**src/hw/rdirq_pkg.sv**
```systemverilog
/*
 * Package of the request-status and buffer-port block: register offsets,
 * field positions, reset values, buffer capacities and carrier types.
 * Assumes a single system clock and a byte-wide host register port.
 */
package rdirq_pkg;

    ////////////////////////////////////////////////////////////////////////////
    // Register offsets
    localparam logic [7:0] RDIRQ_ADDR_FILL   = 8'h04;
    localparam logic [7:0] RDIRQ_ADDR_DATA   = 8'h05;
    localparam logic [7:0] RDIRQ_ADDR_STAT_A = 8'h06;
    localparam logic [7:0] RDIRQ_ADDR_STAT_B = 8'h07;
    localparam logic [7:0] RDIRQ_ADDR_EN_A   = 8'h08;
    localparam logic [7:0] RDIRQ_ADDR_EN_B   = 8'h09;

    ////////////////////////////////////////////////////////////////////////////
    // Field positions
    localparam int RDIRQ_SETOP_BIT    = 7;  // Set/clear select in status writes
    localparam int RDIRQ_INV_BIT      = 7;  // Pin polarity in enable A
    localparam int RDIRQ_PINEN_BIT    = 6;  // Pin enable in enable B
    localparam int RDIRQ_PUSHPULL_BIT = 7;  // Driver select in enable B
    localparam int RDIRQ_REQ_A_W      = 7;
    localparam int RDIRQ_REQ_B_W      = 6;
    localparam int RDIRQ_ERR_W        = 5;
    localparam int RDIRQ_TMR_W        = 5;

    ////////////////////////////////////////////////////////////////////////////
    // Reset values and capacities
    localparam logic [9:0] RDIRQ_RST_FILL   = 10'h000;
    localparam logic [7:0] RDIRQ_RST_EN     = 8'h00;
    localparam logic [9:0] RDIRQ_CAP_SMALL  = 10'h0FF;
    localparam logic [9:0] RDIRQ_CAP_LARGE  = 10'h200;

    ////////////////////////////////////////////////////////////////////////////
    // Event carrier from the surrounding frontend
    typedef struct packed {
        logic                   frame_start;     // Start symbol or subcarrier seen
        logic [RDIRQ_ERR_W-1:0] error_flags;     // Levels of the five error flags
        logic                   rx_done;
        logic                   tx_done;
        logic                   cmd_self_end;    // Command ended on its own
        logic                   cmd_unknown;     // Unknown command fell to idle
        logic                   card_detect;
        logic [RDIRQ_TMR_W-1:0] timer_underflow;
    } rdirq_events_s;

    // Whole state of the top module
    typedef struct packed {
        logic [7:0]             ptr;
        logic [9:0]             fill;
        logic [7:0]             en_a;
        logic [7:0]             en_b;
        logic                   hi_prev;
        logic                   lo_prev;
        logic [RDIRQ_ERR_W-1:0] err_prev;
        logic [7:0]             rdata;
        logic                   rvalid;
        logic                   push;
        logic [7:0]             wdata;
        logic                   pin_o;
        logic                   pin_oe;
    } rdirq_state_s;

endpackage : rdirq_pkg

```
**src/hw/rdirq_top.sv**
```systemverilog
/*
 * Request-status, enable and buffer-port registers of a reader frontend,
 * with the interrupt pin driver and the buffer fill counter.
 * Assumes the buffer storage sits outside and shows its head byte on
 * FIFO_RDATA; all inputs come from logic on SYS_CLK.
 */
// Contract
// - Fill count low byte readable, reset zero; upper bits go to buffer control
// - Data port write pushes and counts up; read pops and counts down
// - Address pointer does not advance on data port accesses
// - Status write: bit 7 picks set or clear for each marked bit
// - Second status register: mechanism touches bits 5 to 0 only
// - High-level request latches on rising live high condition
// - Low-level request latches on rising live low condition
// - Command-done request set on self end or unknown command
// - Host writing the idle command sets no command-done request
// - Transmit-done request set after last transmitted bit
// - Receive-done request set at end of incoming stream
// - Error request set when any of five error flags rises
// - Frame-start request set on start symbol or subcarrier
// - Combined request high whenever an enabled request is present
// - Card-detect request set when card detection finds a card
// - Timer requests 4 to 0 set on matching timer underflow
// - Enable A bits 6 to 0 gate first group into combined request
// - Enable A bit 7 inverts the interrupt pin polarity
// - Combined request reaches pin only while enable B bit 6 set
// - Enable B bit 7 picks push-pull, else open-drain driver
// - Enable B bits 5 to 0 gate card-detect and timer requests
// - Live low: fill at most level; live high: capacity minus fill at most level
`timescale 1ns/1ps

module rdirq_top
    import rdirq_pkg::*;
#(
    parameter int FILL_W = 10
) (
    input  wire logic          SYS_CLK,
    input  wire logic          RST_N,
    input  wire logic          HOST_ADDR_LD,
    input  wire logic [7:0]    HOST_ADDR,
    input  wire logic          HOST_WR,
    input  wire logic          HOST_RD,
    input  wire logic [7:0]    HOST_WDATA,
    output logic      [7:0]    HOST_RDATA,
    output logic               HOST_RVALID,
    output logic               FIFO_PUSH,
    output logic      [7:0]    FIFO_WDATA,
    output logic               FIFO_POP,
    input  wire logic [7:0]    FIFO_RDATA,
    input  wire logic          FIFO_FLUSH,
    input  wire logic          BUF_SIZE_SEL,
    input  wire logic [8:0]    LEVEL_THRESHOLD,
    output logic      [1:0]    FILL_COUNT_EXT,
    output logic               HIGH_LEVEL_LIVE,
    output logic               LOW_LEVEL_LIVE,
    input  wire rdirq_events_s EVENTS,
    output logic               COMBINED_REQUEST,
    output logic               IRQ_O,
    output logic               IRQ_OE
);

    rdirq_state_s q;
    rdirq_state_s d;

    logic [7:0]               acc_addr;
    logic                     wr;
    logic                     rd;
    logic                     data_wr;
    logic                     data_rd;
    logic [9:0]               cap;
    logic [9:0]               thr;
    logic                     push_ok;
    logic                     pop_ok;
    logic                     hi_live;
    logic                     lo_live;
    logic [RDIRQ_REQ_A_W-1:0] set_a;
    logic [RDIRQ_REQ_B_W-1:0] set_b;
    logic [RDIRQ_REQ_A_W-1:0] req_a;
    logic [RDIRQ_REQ_B_W-1:0] req_b;
    logic                     combined;
    logic                     pin_active;
    logic                     pin_level;

    // Elaboration check on the counter width
    if (FILL_W != 10) begin : g_bad_fill
        $error("Fill counter must be 10 bits wide");
    end

    ////////////////////////////////////////////////////////////////////////////
    // Access decode and live level conditions
    always_comb begin
        acc_addr = HOST_ADDR_LD ? HOST_ADDR : q.ptr;
        wr       = HOST_WR;
        rd       = HOST_RD & ~HOST_WR;                 // Write wins a clash
        data_wr  = wr & (acc_addr == RDIRQ_ADDR_DATA);
        data_rd  = rd & (acc_addr == RDIRQ_ADDR_DATA);
        cap      = BUF_SIZE_SEL ? RDIRQ_CAP_SMALL : RDIRQ_CAP_LARGE;
        thr      = BUF_SIZE_SEL ? {2'h0, LEVEL_THRESHOLD[7:0]} : {1'b0, LEVEL_THRESHOLD};
        push_ok  = data_wr & (q.fill < cap);
        pop_ok   = data_rd & (q.fill != 10'h000);
        lo_live  = q.fill <= thr;
        hi_live  = (cap - q.fill) <= thr;
    end

    ////////////////////////////////////////////////////////////////////////////
    // Hardware set events for both request banks
    always_comb begin
        set_a[6] = hi_live & ~q.hi_prev;
        set_a[5] = lo_live & ~q.lo_prev;
        set_a[4] = EVENTS.cmd_self_end | EVENTS.cmd_unknown;
        set_a[3] = EVENTS.tx_done;
        set_a[2] = EVENTS.rx_done;
        set_a[1] = |(EVENTS.error_flags & ~q.err_prev);
        set_a[0] = EVENTS.frame_start;
        set_b    = {EVENTS.card_detect, EVENTS.timer_underflow};
    end

    rdirq_req_bank #(
        .W       (RDIRQ_REQ_A_W)
    ) u_bank_a (
        .sys_clk (SYS_CLK),
        .rst_n   (RST_N),
        .wr      (wr & (acc_addr == RDIRQ_ADDR_STAT_A)),
        .wdata   (HOST_WDATA),
        .set_ev  (set_a),
        .req     (req_a)
    );

    // Only bits 5 to 0 live in this bank; bit 6 is the combined request
    rdirq_req_bank #(
        .W       (RDIRQ_REQ_B_W)
    ) u_bank_b (
        .sys_clk (SYS_CLK),
        .rst_n   (RST_N),
        .wr      (wr & (acc_addr == RDIRQ_ADDR_STAT_B)),
        .wdata   (HOST_WDATA),
        .set_ev  (set_b),
        .req     (req_b)
    );

    ////////////////////////////////////////////////////////////////////////////
    // Combined request and pin level
    always_comb begin
        combined   = |(req_a & q.en_a[RDIRQ_REQ_A_W-1:0])
                   | |(req_b & q.en_b[RDIRQ_REQ_B_W-1:0]);
        pin_active = combined & q.en_b[RDIRQ_PINEN_BIT];
        pin_level  = pin_active ^ q.en_a[RDIRQ_INV_BIT];
    end

    ////////////////////////////////////////////////////////////////////////////
    // Next state
    always_comb begin
        d        = q;
        d.push   = data_wr;
        d.wdata  = HOST_WDATA;
        d.rvalid = rd;
        d.hi_prev  = hi_live;
        d.lo_prev  = lo_live;
        d.err_prev = EVENTS.error_flags;

        // Pointer stays on the data port, advances elsewhere
        if (wr | rd) begin
            if (acc_addr == RDIRQ_ADDR_DATA) begin
                d.ptr = acc_addr;
            end else begin
                d.ptr = acc_addr + 8'h01;
            end
        end else if (HOST_ADDR_LD) begin
            d.ptr = HOST_ADDR;
        end

        // Fill counter
        if (FIFO_FLUSH) begin
            d.fill = RDIRQ_RST_FILL;
        end else if (push_ok) begin
            d.fill = q.fill + 10'h001;
        end else if (pop_ok) begin
            d.fill = q.fill - 10'h001;
        end

        // Enable register writes
        if (wr && acc_addr == RDIRQ_ADDR_EN_A) begin
            d.en_a = HOST_WDATA;
        end
        if (wr && acc_addr == RDIRQ_ADDR_EN_B) begin
            d.en_b = HOST_WDATA;
        end

        // Read data
        if (rd) begin
            case (acc_addr)
                RDIRQ_ADDR_FILL:   d.rdata = q.fill[7:0];
                RDIRQ_ADDR_DATA:   d.rdata = FIFO_RDATA;
                RDIRQ_ADDR_STAT_A: d.rdata = {1'b0, req_a};
                RDIRQ_ADDR_STAT_B: d.rdata = {1'b0, combined, req_b};
                RDIRQ_ADDR_EN_A:   d.rdata = q.en_a;
                RDIRQ_ADDR_EN_B:   d.rdata = q.en_b;
                default:           d.rdata = 8'h00;
            endcase
        end

        // Push-pull drives always; open-drain only pulls low
        if (q.en_b[RDIRQ_PUSHPULL_BIT]) begin
            d.pin_o  = pin_level;
            d.pin_oe = 1'b1;
        end else begin
            d.pin_o  = 1'b0;
            d.pin_oe = ~pin_level;
        end
    end

    // State register; level detectors leave reset high, so no false alert edge follows
    always_ff @(posedge SYS_CLK) begin
        if (!RST_N) begin
            q <= '{ptr: 8'h00, fill: RDIRQ_RST_FILL, en_a: RDIRQ_RST_EN,
                   en_b: RDIRQ_RST_EN, hi_prev: 1'b1, lo_prev: 1'b1,
                   err_prev: 5'h00, rdata: 8'h00, rvalid: 1'b0, push: 1'b0,
                   wdata: 8'h00, pin_o: 1'b0, pin_oe: 1'b0};
        end else begin
            q <= d;
        end
    end

    ////////////////////////////////////////////////////////////////////////////
    // Outputs
    assign HOST_RDATA       = q.rdata;
    assign HOST_RVALID      = q.rvalid;
    assign FIFO_PUSH        = q.push;
    assign FIFO_WDATA       = q.wdata;
    assign FIFO_POP         = data_rd;
    assign FILL_COUNT_EXT   = q.fill[9:8];
    assign HIGH_LEVEL_LIVE  = hi_live;
    assign LOW_LEVEL_LIVE   = lo_live;
    assign COMBINED_REQUEST = combined;
    assign IRQ_O            = q.pin_o;
    assign IRQ_OE           = q.pin_oe;
endmodule // rdirq_top

```
**src/hw/rdirq_req_bank.sv**
```systemverilog
/*
 * Bank of latched request bits with the set/clear write mechanism.
 * Assumes write strobe and events come from logic on the same clock.
 */
`timescale 1ns/1ps

module rdirq_req_bank
    import rdirq_pkg::*;
#(
    parameter int W = 7
) (
    input  wire logic         sys_clk,
    input  wire logic         rst_n,
    input  wire logic         wr,
    input  wire logic [7:0]   wdata,
    input  wire logic [W-1:0] set_ev,
    output logic      [W-1:0] req
);

    typedef struct packed {
        logic [W-1:0] bits;
    } rdirq_bank_s;

    rdirq_bank_s q;
    rdirq_bank_s d;

    // Elaboration check on the bank width
    if (W < 1 || W > RDIRQ_SETOP_BIT) begin : g_bad_width
        $error("Request bank width out of range");
    end

    // Host write sets or clears marked bits; hardware events win last
    always_comb begin
        d = q;
        if (wr) begin
            if (wdata[RDIRQ_SETOP_BIT]) begin
                d.bits = q.bits | wdata[W-1:0];
            end else begin
                d.bits = q.bits & ~wdata[W-1:0];
            end
        end
        d.bits = d.bits | set_ev;
    end

    // State register
    always_ff @(posedge sys_clk) begin
        if (!rst_n) begin
            q <= '0;
        end else begin
            q <= d;
        end
    end

    assign req = q.bits;
endmodule // rdirq_req_bank

```
**config.mk**
```make
export PLATFORM = sky130hd
export DESIGN_NAME = rdirq_top
export DESIGN_NICKNAME = d
export VERILOG_FILES = /design/src/hw/rdirq_pkg.sv /design/src/hw/rdirq_top.sv /design/src/hw/rdirq_req_bank.sv
export SDC_FILE = /design/constraint.sdc
export NUM_CORES = 1
export LEC_CHECK = 0
export CAP_MARGIN = 0
export CORE_UTILIZATION = 30
export CTS_BUF_LIST = sky130_fd_sc_hd__clkbuf_4
export CTS_CLUSTER_SIZE = 14
export DETAILED_ROUTE_END_ITERATION = 12
export DONT_BUFFER_PORTS = 1
export PLACE_DENSITY_LB_ADDON = 0.3
export SETUP_SLACK_MARGIN = 0.2
export SYNTH_ARGS = -nofsm -noshare
export SYNTH_HDL_FRONTEND = slang
export SYNTH_SLANG_ARGS = --single-unit
```
**constraint.sdc**
```tcl
create_clock -name SYS_CLK -period 4.12 [get_ports SYS_CLK]
set_clock_uncertainty 0.1 [all_clocks]
set_input_delay 0.206 -clock SYS_CLK [delete_from_list [all_inputs] [get_ports SYS_CLK]]
set_output_delay 0.206 -clock SYS_CLK [all_outputs]
set_load 0.02 [all_outputs]
```
After elaboration in Yosys (flattened, before gate mapping)
Cells that the tools add are included.
{ "totals": {"ff_bits": 74, "latch_bits": 0, "ramBits": 0, "mem_bits_ro": 0, "output_inout_bits": 26, "elab_cells": 81, "memories": 0} }
{ "classes": {"addsub": 4, "mul": 0, "div_mod_pow": 0, "n_lt_le_gt_ge": 3, "eq_ne": 6, "n_shift": 0, "muxes": 13, "n_bitwise": 31, "reduce_logical": 9} }
{ "op_table": {"columns": ["cell", "count"], "rows": [
  ["$pmux 8 s6", 1],
  ["$eq 8x3->1 const B", 4],
  ["$mux 10", 3],
  ["$mux 8", 3],
  ["$le 10x9->1", 2],
  ["$eq 8x4->1 const B", 2],
  ["$and 7x7->7", 2],
  ["$mux 7", 2],
  ["$or 7x7->7", 2],
  ["$and 6x6->6", 2],
  ["$mux 6", 2],
  ["$or 6x6->6", 2],
  ["$add 10x1->10 const B", 1],
  ["$and 1x1->1", 10],
  ["$lt 10x10->1", 1],
  ["$reduce_bool 10->1", 1],
  ["$sub 10x1->10 const B", 1],
  ["$sub 10x10->10", 1],
  ["$mux 9", 1],
  ["$add 8x1->8 const B", 1],
  ["$not 7->7", 1],
  ["$reduce_or 7->1", 1],
  ["$not 6->6", 1],
  ["$reduce_or 6->1", 1],
  ["other kinds (11)", 18]
]} }

Longest topological paths before layout
Gate-level depths: netlist of the first run.
{ "depth": {"word_depth": 7, "mapped_depth": 16, "depth_no_buf": 16} }

Modules after synthesis
From an unflattened synthesis of the first run, not the netlist that was laid out.
{ "unflattened": {"cells_unflattened": 555, "area_unflattened_um2": 4827.1} }
{ "modules_own_cells": {"columns": ["module", "n_inst", "cells_each", "area_each_um2", "seq_area_each_um2"], "rows": [
  ["rdirq_top", 1, 501, 4240.3, 1221.2],
  ["rdirq_req_bank (u_bank_a)", 1, 29, 317.8, 140.1],
  ["rdirq_req_bank (u_bank_b)", 1, 25, 269.0, 120.1]
]} }

Worst setup path after synthesis of the first run
OpenSTA, ideal clock, no wires.
{ "synth_timing": {"path_type": "flip-flop to flip-flop", "startpoint": "reg q[43] in the netlist's numbering", "endpoint": "reg q, in the netlist FILL_COUNT_EXT[0]", "arrival_ns": 3.209, "required_time_ns": 3.904, "path_slack_ns": 0.695, "path_stages_with_launch": 16, "n_path_buf": 0, "cell_sequence": "dfxtp_1 -> ha_1 -> inv_1 -> fa_1 -> nand3_1 -> a21oi_1 -> o41ai_2 -> or3_1 -> inv_1 -> fa_1 -> nor2b_1 -> o21bai_1 -> a21boi_0 -> o41ai_1 -> xnor2_1 -> a41o_1"} }
{ "synth_via": {"elab_chain_cells": 3, "elab_cells_between_ends": 9, "cone_classes": "add/sub (2); order compare (1); mux (2); bitwise (2); reduce/logical (2)"} }
{ "synth_lines": {"columns": ["element", "line_no", "text"], "rows": [
  ["from (decl)", "rdirq_top.sv:62", "rdirq_state_s q;"],
  ["from (signal assigned)", "rdirq_top.sv:215", "q <= '{ptr: 8'h00, fill: RDIRQ_RST_FILL, en_a: RDIRQ_RST_EN,"],
  ["$sub 10x1->10 (tied with other cells)", "rdirq_top.sv:178", "d.fill = q.fill - 10'h001;"],
  ["$mux 10 (tied with other cells)", "rdirq_top.sv:177", "end else if (pop_ok) begin"],
  ["$mux 10 or $reduce_bool 2->1 (tied branches)", null, null]
]} }
Several ways; a longest one is shown, not always the timed one. The select of a mux whose other input is x is not followed.
A chain may end at the register's enable or synchronous reset.

Final worst setup path of the first run
Ends and elaborated chain as after synthesis.

==> flow_metrics.py, run 1 <==
metrics = {
    "clock_tree": {
        "insertion_delay_ps": 440,
        "clockRootBuffer": "clkbuf_4",
        "cts_tree": "built",
        "cts.sinks": 74,
        "clkTransAtPathRegs_ps": 120,
        "cts_max_level": 3,
        "clockBufferDepth": 2,
        "cts_buffers": 9,
    },
    "grt": {
        "grt-ovfl-total": 0,
        "grt_max_degree": 36,
        "antenna_found_initial": 0,
        "grt_pass1_vias": 4067,
        "grt_usage_pct": 17.4,
        "grt_pass1_wl_um": 22000,
    },
    "sta": {
        "hold_viol": 0,
        "worstMarginPinSlew_ps": 1050,
        "rsz0062_at_grt": "true",
        "setup_violations": 0,
        "slew_headroom_pct": 30.0,
        "setup_ws_ps": 372,
        "setup_tns_ps": 0,
        "fmax_mhz": 267,
        "period_share_pct": 91.0,
        "drv_slew": 0,
        "finalCriticalPeriod_ps": 3750,
    },
    "synthesis": {
        "ys_ff_latch": 74,
        "yosys-top-cells-area": "dfxtp_1 (31%), ha_1 (10%), mux2i_1 (7.1%)",
        "yosysUniqueCellTypes": 61,
        "yosysMostFrequentCell": "dfxtp_1",
        "synth_top_area_share_pct": 31.1,
        "synth_edf_count": 0,
        "synth_ff_type": "dfxtp_1",
        "synth_area_mm2": 0.00476,
        "synth.top_cells.by_count": "dfxtp_1 (74), nor2_1 (48), ha_1 (39)",
        "synthArstFlopShare_pct": 0,
        "yosys_warnings": 0,
        "syn_avg_cell_area_um2": 8.76,
        "yosysSeqAreaShare_pct": 31.1,
        "syn_nets": 641,
        "yosysTopAreaCell": "dfxtp_1",
        "syn_inst": 544,
    },
    "floorplanning": {
        "core_mm2": 0.0154,
        "io_pins": 82,
        "die_h_um": 128,
        "die_w_um": 128,
        "rows": 45,
        "die_area_mm2": 0.0164,
        "initial_core_util_pct": 31.0,
    },
    "final_layout": {
        "finalInstanceArea_mm2": 0.00550,
        "area_growth_syn_to_layout_pct": 15.5,
        "drive_gt1_share_pct": 8.49,
        "antennaDiodeCount": 0,
        "fin_cells": 788,
        "nets": 669,
    },
    "setup_path": {
        "worstPathArrival_ps": 3990,
        "required_ps": 4360,
        "path_max_fanout": 9,
        "cp-start-kind": "flop",
        "cp-end-kind": "flop",
        "path_class": "flop to flop",
    },
    "placement": {
        "dpl-instance-area_mm2": 0.00478,
        "io_buffer_count": 0,
        "dpl.hpwl_um": 9920,
        "dp_cells": 722,
        "gp_congestion": 0.898,
        "place_worst_setup_slack_ps": 266,
    },
    "power_and_ir_drop": {
        "switching_power_uw": 444,
        "power_mw": 1.62,
        "pwr-share-seq_pct": 48.0,
        "power_density_mw_per_mm2": 294,
        "leakage_nw": 2.21,
        "combPwrFrac_pct": 16.4,
        "p_clk_share_pct": 35.6,
        "ir_drop_v": 0.000111,
        "p_sw_share_pct": 27.4,
        "p_int_mw": 1.18,
    },
    "route": {
        "routedWlPerCell_um": 17.8,
        "firstDrtPassIters": 9,
        "wirelength_um": 14000,
        "drc": 0,
        "drt_iter0_markers": 266,
        "final_antenna_net_count": 0,
        "via_per_inst": 5.27,
        "vias": 4154,
    },
    "job": {
        "max_cap_violations": 0,
    },
    "status": {
        "status": "complete, no violations",
    },
    "min_path": {
        "hp-class": "input pin to flop",
    },
}
-- worst max-delay path, stage by stage (launching register included) --
cell and delay, ps:
dfxtp_1 460, ha_1 210, inv_1 60, fa_1 400, nand3_1 140, a21oi_1 120
o41ai_4 400, or3_4 270, inv_1 60, fa_1 370, nor2b_1 230, o21bai_1 100
a21boi_0 250, o41ai_1 110, xnor2_1 130, a41o_1 240
-- path summary, 6_finish.rpt --
path | depth (start not counted) | slack (ps) | from | end
setup / recovery | 15 | 370 | q[43]$_SDFFE_PP0P_ | FILL_COUNT_EXT[0]$_SDFFE_PP0P_
setup reg to reg | 15 | 370 | q[43]$_SDFFE_PP0P_ | FILL_COUNT_EXT[0]$_SDFFE_PP0P_
hold / removal | 3 | 20 | HOST_WR | u_bank_a.req[0]$_SDFF_PN0_
hold reg to reg | 1 | 320 | q[26]$_SDFF_PN1_ | u_bank_a.req[6]$_SDFF_PN0_
-- cells by family (layout without fill, tap and decap cells) --
logic type | count (synthesis) | count (layout) | share of synthesized area, %
and+or+nand+nor | 166 | 166 | 17.7
AOI/OAI and AO/OA | 127 | 127 | 18.7
muxes | 39 | 39 | 8.56
buffers and inverters | 77 | 110 | 9.14
xor gates and xnor gates | 20 | 20 | 3.68
adders and majority gates | 41 | 41 | 11.1
DFF | 74 | 74 | 31.1
-- sequential cells by signal (all words and copies together) (netlist names) --
register	cells
FIFO_PUSH	1
IRQ_O	1
HOST_RVALID	1
FIFO_WDATA	8
HOST_RDATA	8
FILL_COUNT_EXT	2
u_bank_a.req	7
u_bank_b.req	6
IRQ_OE	1
q	39
-- area by class of cell --
cell class                 instances  area (µm²)
clock inverter                     6         105
fill                            1558        9870
clock buffer                      10        75.1
timing repair buffer              57         551
tap                              211         264
multi-input combinational        393        2880
sequential                        74        1490
inverter                          37         139
-- metal layers --
| metal | part of all wire (%) | GRT usage, % | wire, µm | vias up |
|---|---|---|---|---|
| met1 | 42 | 21.2 | 5880 | 1956 |
| met4 | 2.3 | 6.92 | 324 | 0 |
| met5 | 0 | 0 | 0 | - |
| met3 | 7.9 | 4.05 | 1110 | 23 |
| met2 | 48 | 29.7 | 6710 | 172 |
| li1 | - | - | - | 2003 |
-- placed cells by master (no fill, tap or decap), drive strengths merged, types with 8 or more instances in the layout --
cell | netlist | final
mux2i | 35 | 35
a221oi | 10 | 10
nor2 | 48 | 48
a21oi | 30 | 30
nand4 | 8 | 8
xnor2 | 13 | 13
and2 | 15 | 15
buf | 32 | 8
o21ai | 20 | 20
nor3 | 9 | 9
dfxtp | 74 | 74
ha | 39 | 39
a211oi | 8 | 8
inv | 36 | 36
dlygate4sd3 | 1 | 49
nand2 | 33 | 33
nand3 | 17 | 17
clkbuf | 7 | 10
-- power groups by stage --
stage / Sequential, mW / Clock [mW] / Combinational [mW]
final: 0.777 / 0.577 / 0.266
after global routing: 0.782 / 0.622 / 0.293
after CTS: 0.778 / 0.586 / 0.256
after detailed placement: 0.794 / 0 / 0.202
after global placement: 0.793 / 0 / 0.197
after floorplan: 0.775 / 0 / 0.193
-- repair_timing --
action / 4_1_cts / 5_1_grt
hold buffers: 49 / 0
gates resized for setup: 2 / 10
setup endpoints to repair: 1 / 7
setup buffers: 0 / 1
hold endpoints to repair: 63 / 0
-- stage by stage --
stage                     util (%)  hold slack (ps)
final                         35.8             20.2
after global routing          35.8             6.35
after CTS                     35.5            0.456
after detailed placement      31.1              181
after global placement        31.1              180
after floorplan                  -              228
Power figures use the tool's default switching activity.
==> run 2, diff against run 1 <==
--- a/config.mk
+++ b/config.mk
@@ -6,13 +6,14 @@
 export NUM_CORES = 1
 export LEC_CHECK = 0
 export CAP_MARGIN = 0
+export CELL_PAD_IN_SITES_DETAIL_PLACEMENT = 1
+export CELL_PAD_IN_SITES_GLOBAL_PLACEMENT = 1
 export CORE_UTILIZATION = 30
 export CTS_BUF_LIST = sky130_fd_sc_hd__clkbuf_4
 export CTS_CLUSTER_SIZE = 14
 export DETAILED_ROUTE_END_ITERATION = 12
 export DONT_BUFFER_PORTS = 1
 export PLACE_DENSITY_LB_ADDON = 0.3
-export SETUP_SLACK_MARGIN = 0.2
 export SYNTH_ARGS = -nofsm -noshare
 export SYNTH_HDL_FRONTEND = slang
 export SYNTH_SLANG_ARGS = --single-unit
==> flow_metrics.py, run 2 (synthesis gave the netlist of run 1 again) <==
metrics = {
    "placement": {
        "dpl.hpwl_um": 11100,
        "gp_congestion": 0.817,
        "io_buffer_count": 0,
        "place_worst_setup_slack_ps": 186,
        "dp_cells": 725,
    },
    "sta": {
        "hold_viol": 0,
        "slew_headroom_pct": 31.2,
        "setup_ws_ps": 304,
        "finalCriticalPeriod_ps": 3820,
        "rsz0062_at_grt": "false",
        "setup_violations": 0,
        "drv_slew": 0,
        "period_share_pct": 92.6,
        "setup_tns_ps": 0,
        "fmax_mhz": 262,
        "worstMarginPinSlew_ps": 1030,
    },
    "grt": {
        "grt-ovfl-total": 0,
        "grt_pass1_wl_um": 24200,
        "antenna_found_initial": 0,
        "grt_usage_pct": 19.4,
        "grt_pass1_vias": 4496,
        "grt_max_degree": 36,
    },
    "power_and_ir_drop": {
        "power_mw": 1.44,
        "switching_power_uw": 451,
        "leakage_nw": 2.19,
        "ir_drop_v": 0.000102,
        "combPwrFrac_pct": 18.4,
        "p_clk_share_pct": 27.6,
        "p_sw_share_pct": 31.3,
        "power_density_mw_per_mm2": 265,
        "pwr-share-seq_pct": 54.0,
        "p_int_uw": 991,
    },
    "final_layout": {
        "antennaDiodeCount": 0,
        "layout.filler_cells": 1815,
        "regMostFlops": "q",
        "largest_reg_flops": 39,
        "nets": 673,
        "multiInputGateArea_mm2": 0.00286,
        "drive_gt1_share_pct": 7.92,
        "register_area_mm2": 0.00148,
        "fin_cells": 792,
        "area_growth_syn_to_layout_pct": 14.1,
        "most-common-layout-cells": "dfxtp_1 (73), dlygate4sd3_1 (51), nor2_1 (47), ha_1 (39), inv_1 (36)",
        "layout_commonest_cell": "dfxtp_1",
    },
    "floorplanning": {
        "initial_core_util_pct": 31.0,
        "die_w_um": 128,
        "io_pins": 82,
        "core_mm2": 0.0154,
        "die_area_mm2": 0.0164,
        "die_h_um": 128,
        "rows": 45,
    },
    "job": {
        "max_cap_violations": 0,
    },
    "setup_path": {
        "required_ps": 4380,
        "path_cells": "ha_1 -> inv_1 -> fa_1 -> nand3_1 -> a21oi_1 -> o41ai_2 -> or3_4 -> inv_1 -> fa_1 -> nor2b_1 -> o21bai_1 -> a21boi_0 -> o41ai_1 -> xnor2_1 -> a41o_1",
        "cp-start-kind": "flop",
        "cp_top_family": "compound AO/OA/AOI/OAI gates",
        "slowest_stage": "dfxtp_1",
        "worstPathArrival_ps": 4070,
        "slowest_delay_ps": 460,
        "cp.buffers_inverters": 2,
        "path_class": "flop to flop",
        "cp-end-kind": "flop",
        "path_max_fanout": 9,
    },
    "clock_tree": {
        "cts.sinks": 74,
        "clockRootBuffer": "clkbuf_4",
        "clkTransAtPathRegs_ps": 120,
        "clockBufferDepth": 2,
        "insertion_delay_ps": 450,
        "cts_tree": "built",
        "cts_max_level": 3,
        "post_cts_buffers": 0,
        "cts_buffers": 9,
    },
    "route": {
        "drt_iter0_markers": 220,
        "drc": 0,
        "routedWlPerCell_um": 19.1,
        "wirelength_um": 15200,
        "final_antenna_net_count": 0,
        "vias": 4156,
        "via_per_inst": 5.25,
        "firstDrtPassIters": 4,
    },
    "min_path": {
        "hp-class": "input pin to flop",
    },
    "status": {
        "status": "complete, no violations",
    },
}
==> run 2: cell count changes in the layout (fill, tap and decap cells not counted), sizes merged <==
cell         before  now
clkinv            3    5
buf               8   10
inv              36   37
dlygate4sd3      49   51
bufinv            3    0
==> run 2: final cells by class <==
type | instances | area share [%]
clock inverter | 6 | 0.599
clock buffer | 10 | 1.38
timing repair buffer | 61 | 10.8
tap | 211 | 4.86
multi-input combinational | 393 | 52.5
inverter | 37 | 2.56
sequential | 74 | 27.3
==> run 2: metrics by stage <==
| stage | hold WS (ps) | cell area (µm²) | utilization [%] |
|---|---|---|---|
| global route | 31.5 | 5430 | 35.4 |
| detailed placement | 183 | 4810 | 31.3 |
| CTS | 4.65 | 5430 | 35.3 |
| floorplan | 228 | 4760 | - |
| global placement | 181 | 4810 | 31.3 |
| finish | 36.2 | 5430 | 35.4 |
==> run 2: what timing repair did <==
action | in CTS | in global routing
gates cloned | 0 | 0
resized for setup | 1 | 4
endpoints found under the hold margin | 64 | 0
setup endpoints to repair | 1 | 4
hold buffers | 51 | 0
==> run 2: power groups by stage <==
stage               clock [mW]  combinational, mW  sequential, mW
floorplan                    0              0.193           0.775
global placement             0              0.199           0.794
detailed placement           0              0.205           0.795
CTS                      0.414              0.263           0.779
global route             0.443              0.295           0.782
finish                   0.399              0.265           0.779
==> run 2: final timing paths <==
path                       from                             end  slack [ps]  cells past startpoint
max          q[43]$_SDFFE_PP0P_  FILL_COUNT_EXT[0]$_SDFFE_PP0P_         300                     15
min                     HOST_RD                q[54]$_SDFF_PN0_          40                      2
min reg2reg    q[26]$_SDFF_PN1_      u_bank_a.req[6]$_SDFF_PN0_         340                      1
max reg2reg  q[43]$_SDFFE_PP0P_  FILL_COUNT_EXT[0]$_SDFFE_PP0P_         300                     15
==> run 2: per-layer routing <==
metal  GRT usage [%]  part of all wire [%]  routed length, µm
met5               0                     0                  0
met4            7.13                   1.6                239
met3            4.84                   5.0                760
met2            34.4                    49               7400
met1            22.5                    45               6760
==> run 2: worst register-to-register path: stages (launching register included) <==
cell	delay, ps
dfxtp_1	460
ha_1	210
inv_1	50
fa_1	400
nand3_1	140
a21oi_1	100
o41ai_2	440
or3_4	270
inv_1	70
fa_1	390
nor2b_1	220
o21bai_1	90
a21boi_0	290
o41ai_1	120
xnor2_1	130
a41o_1	240
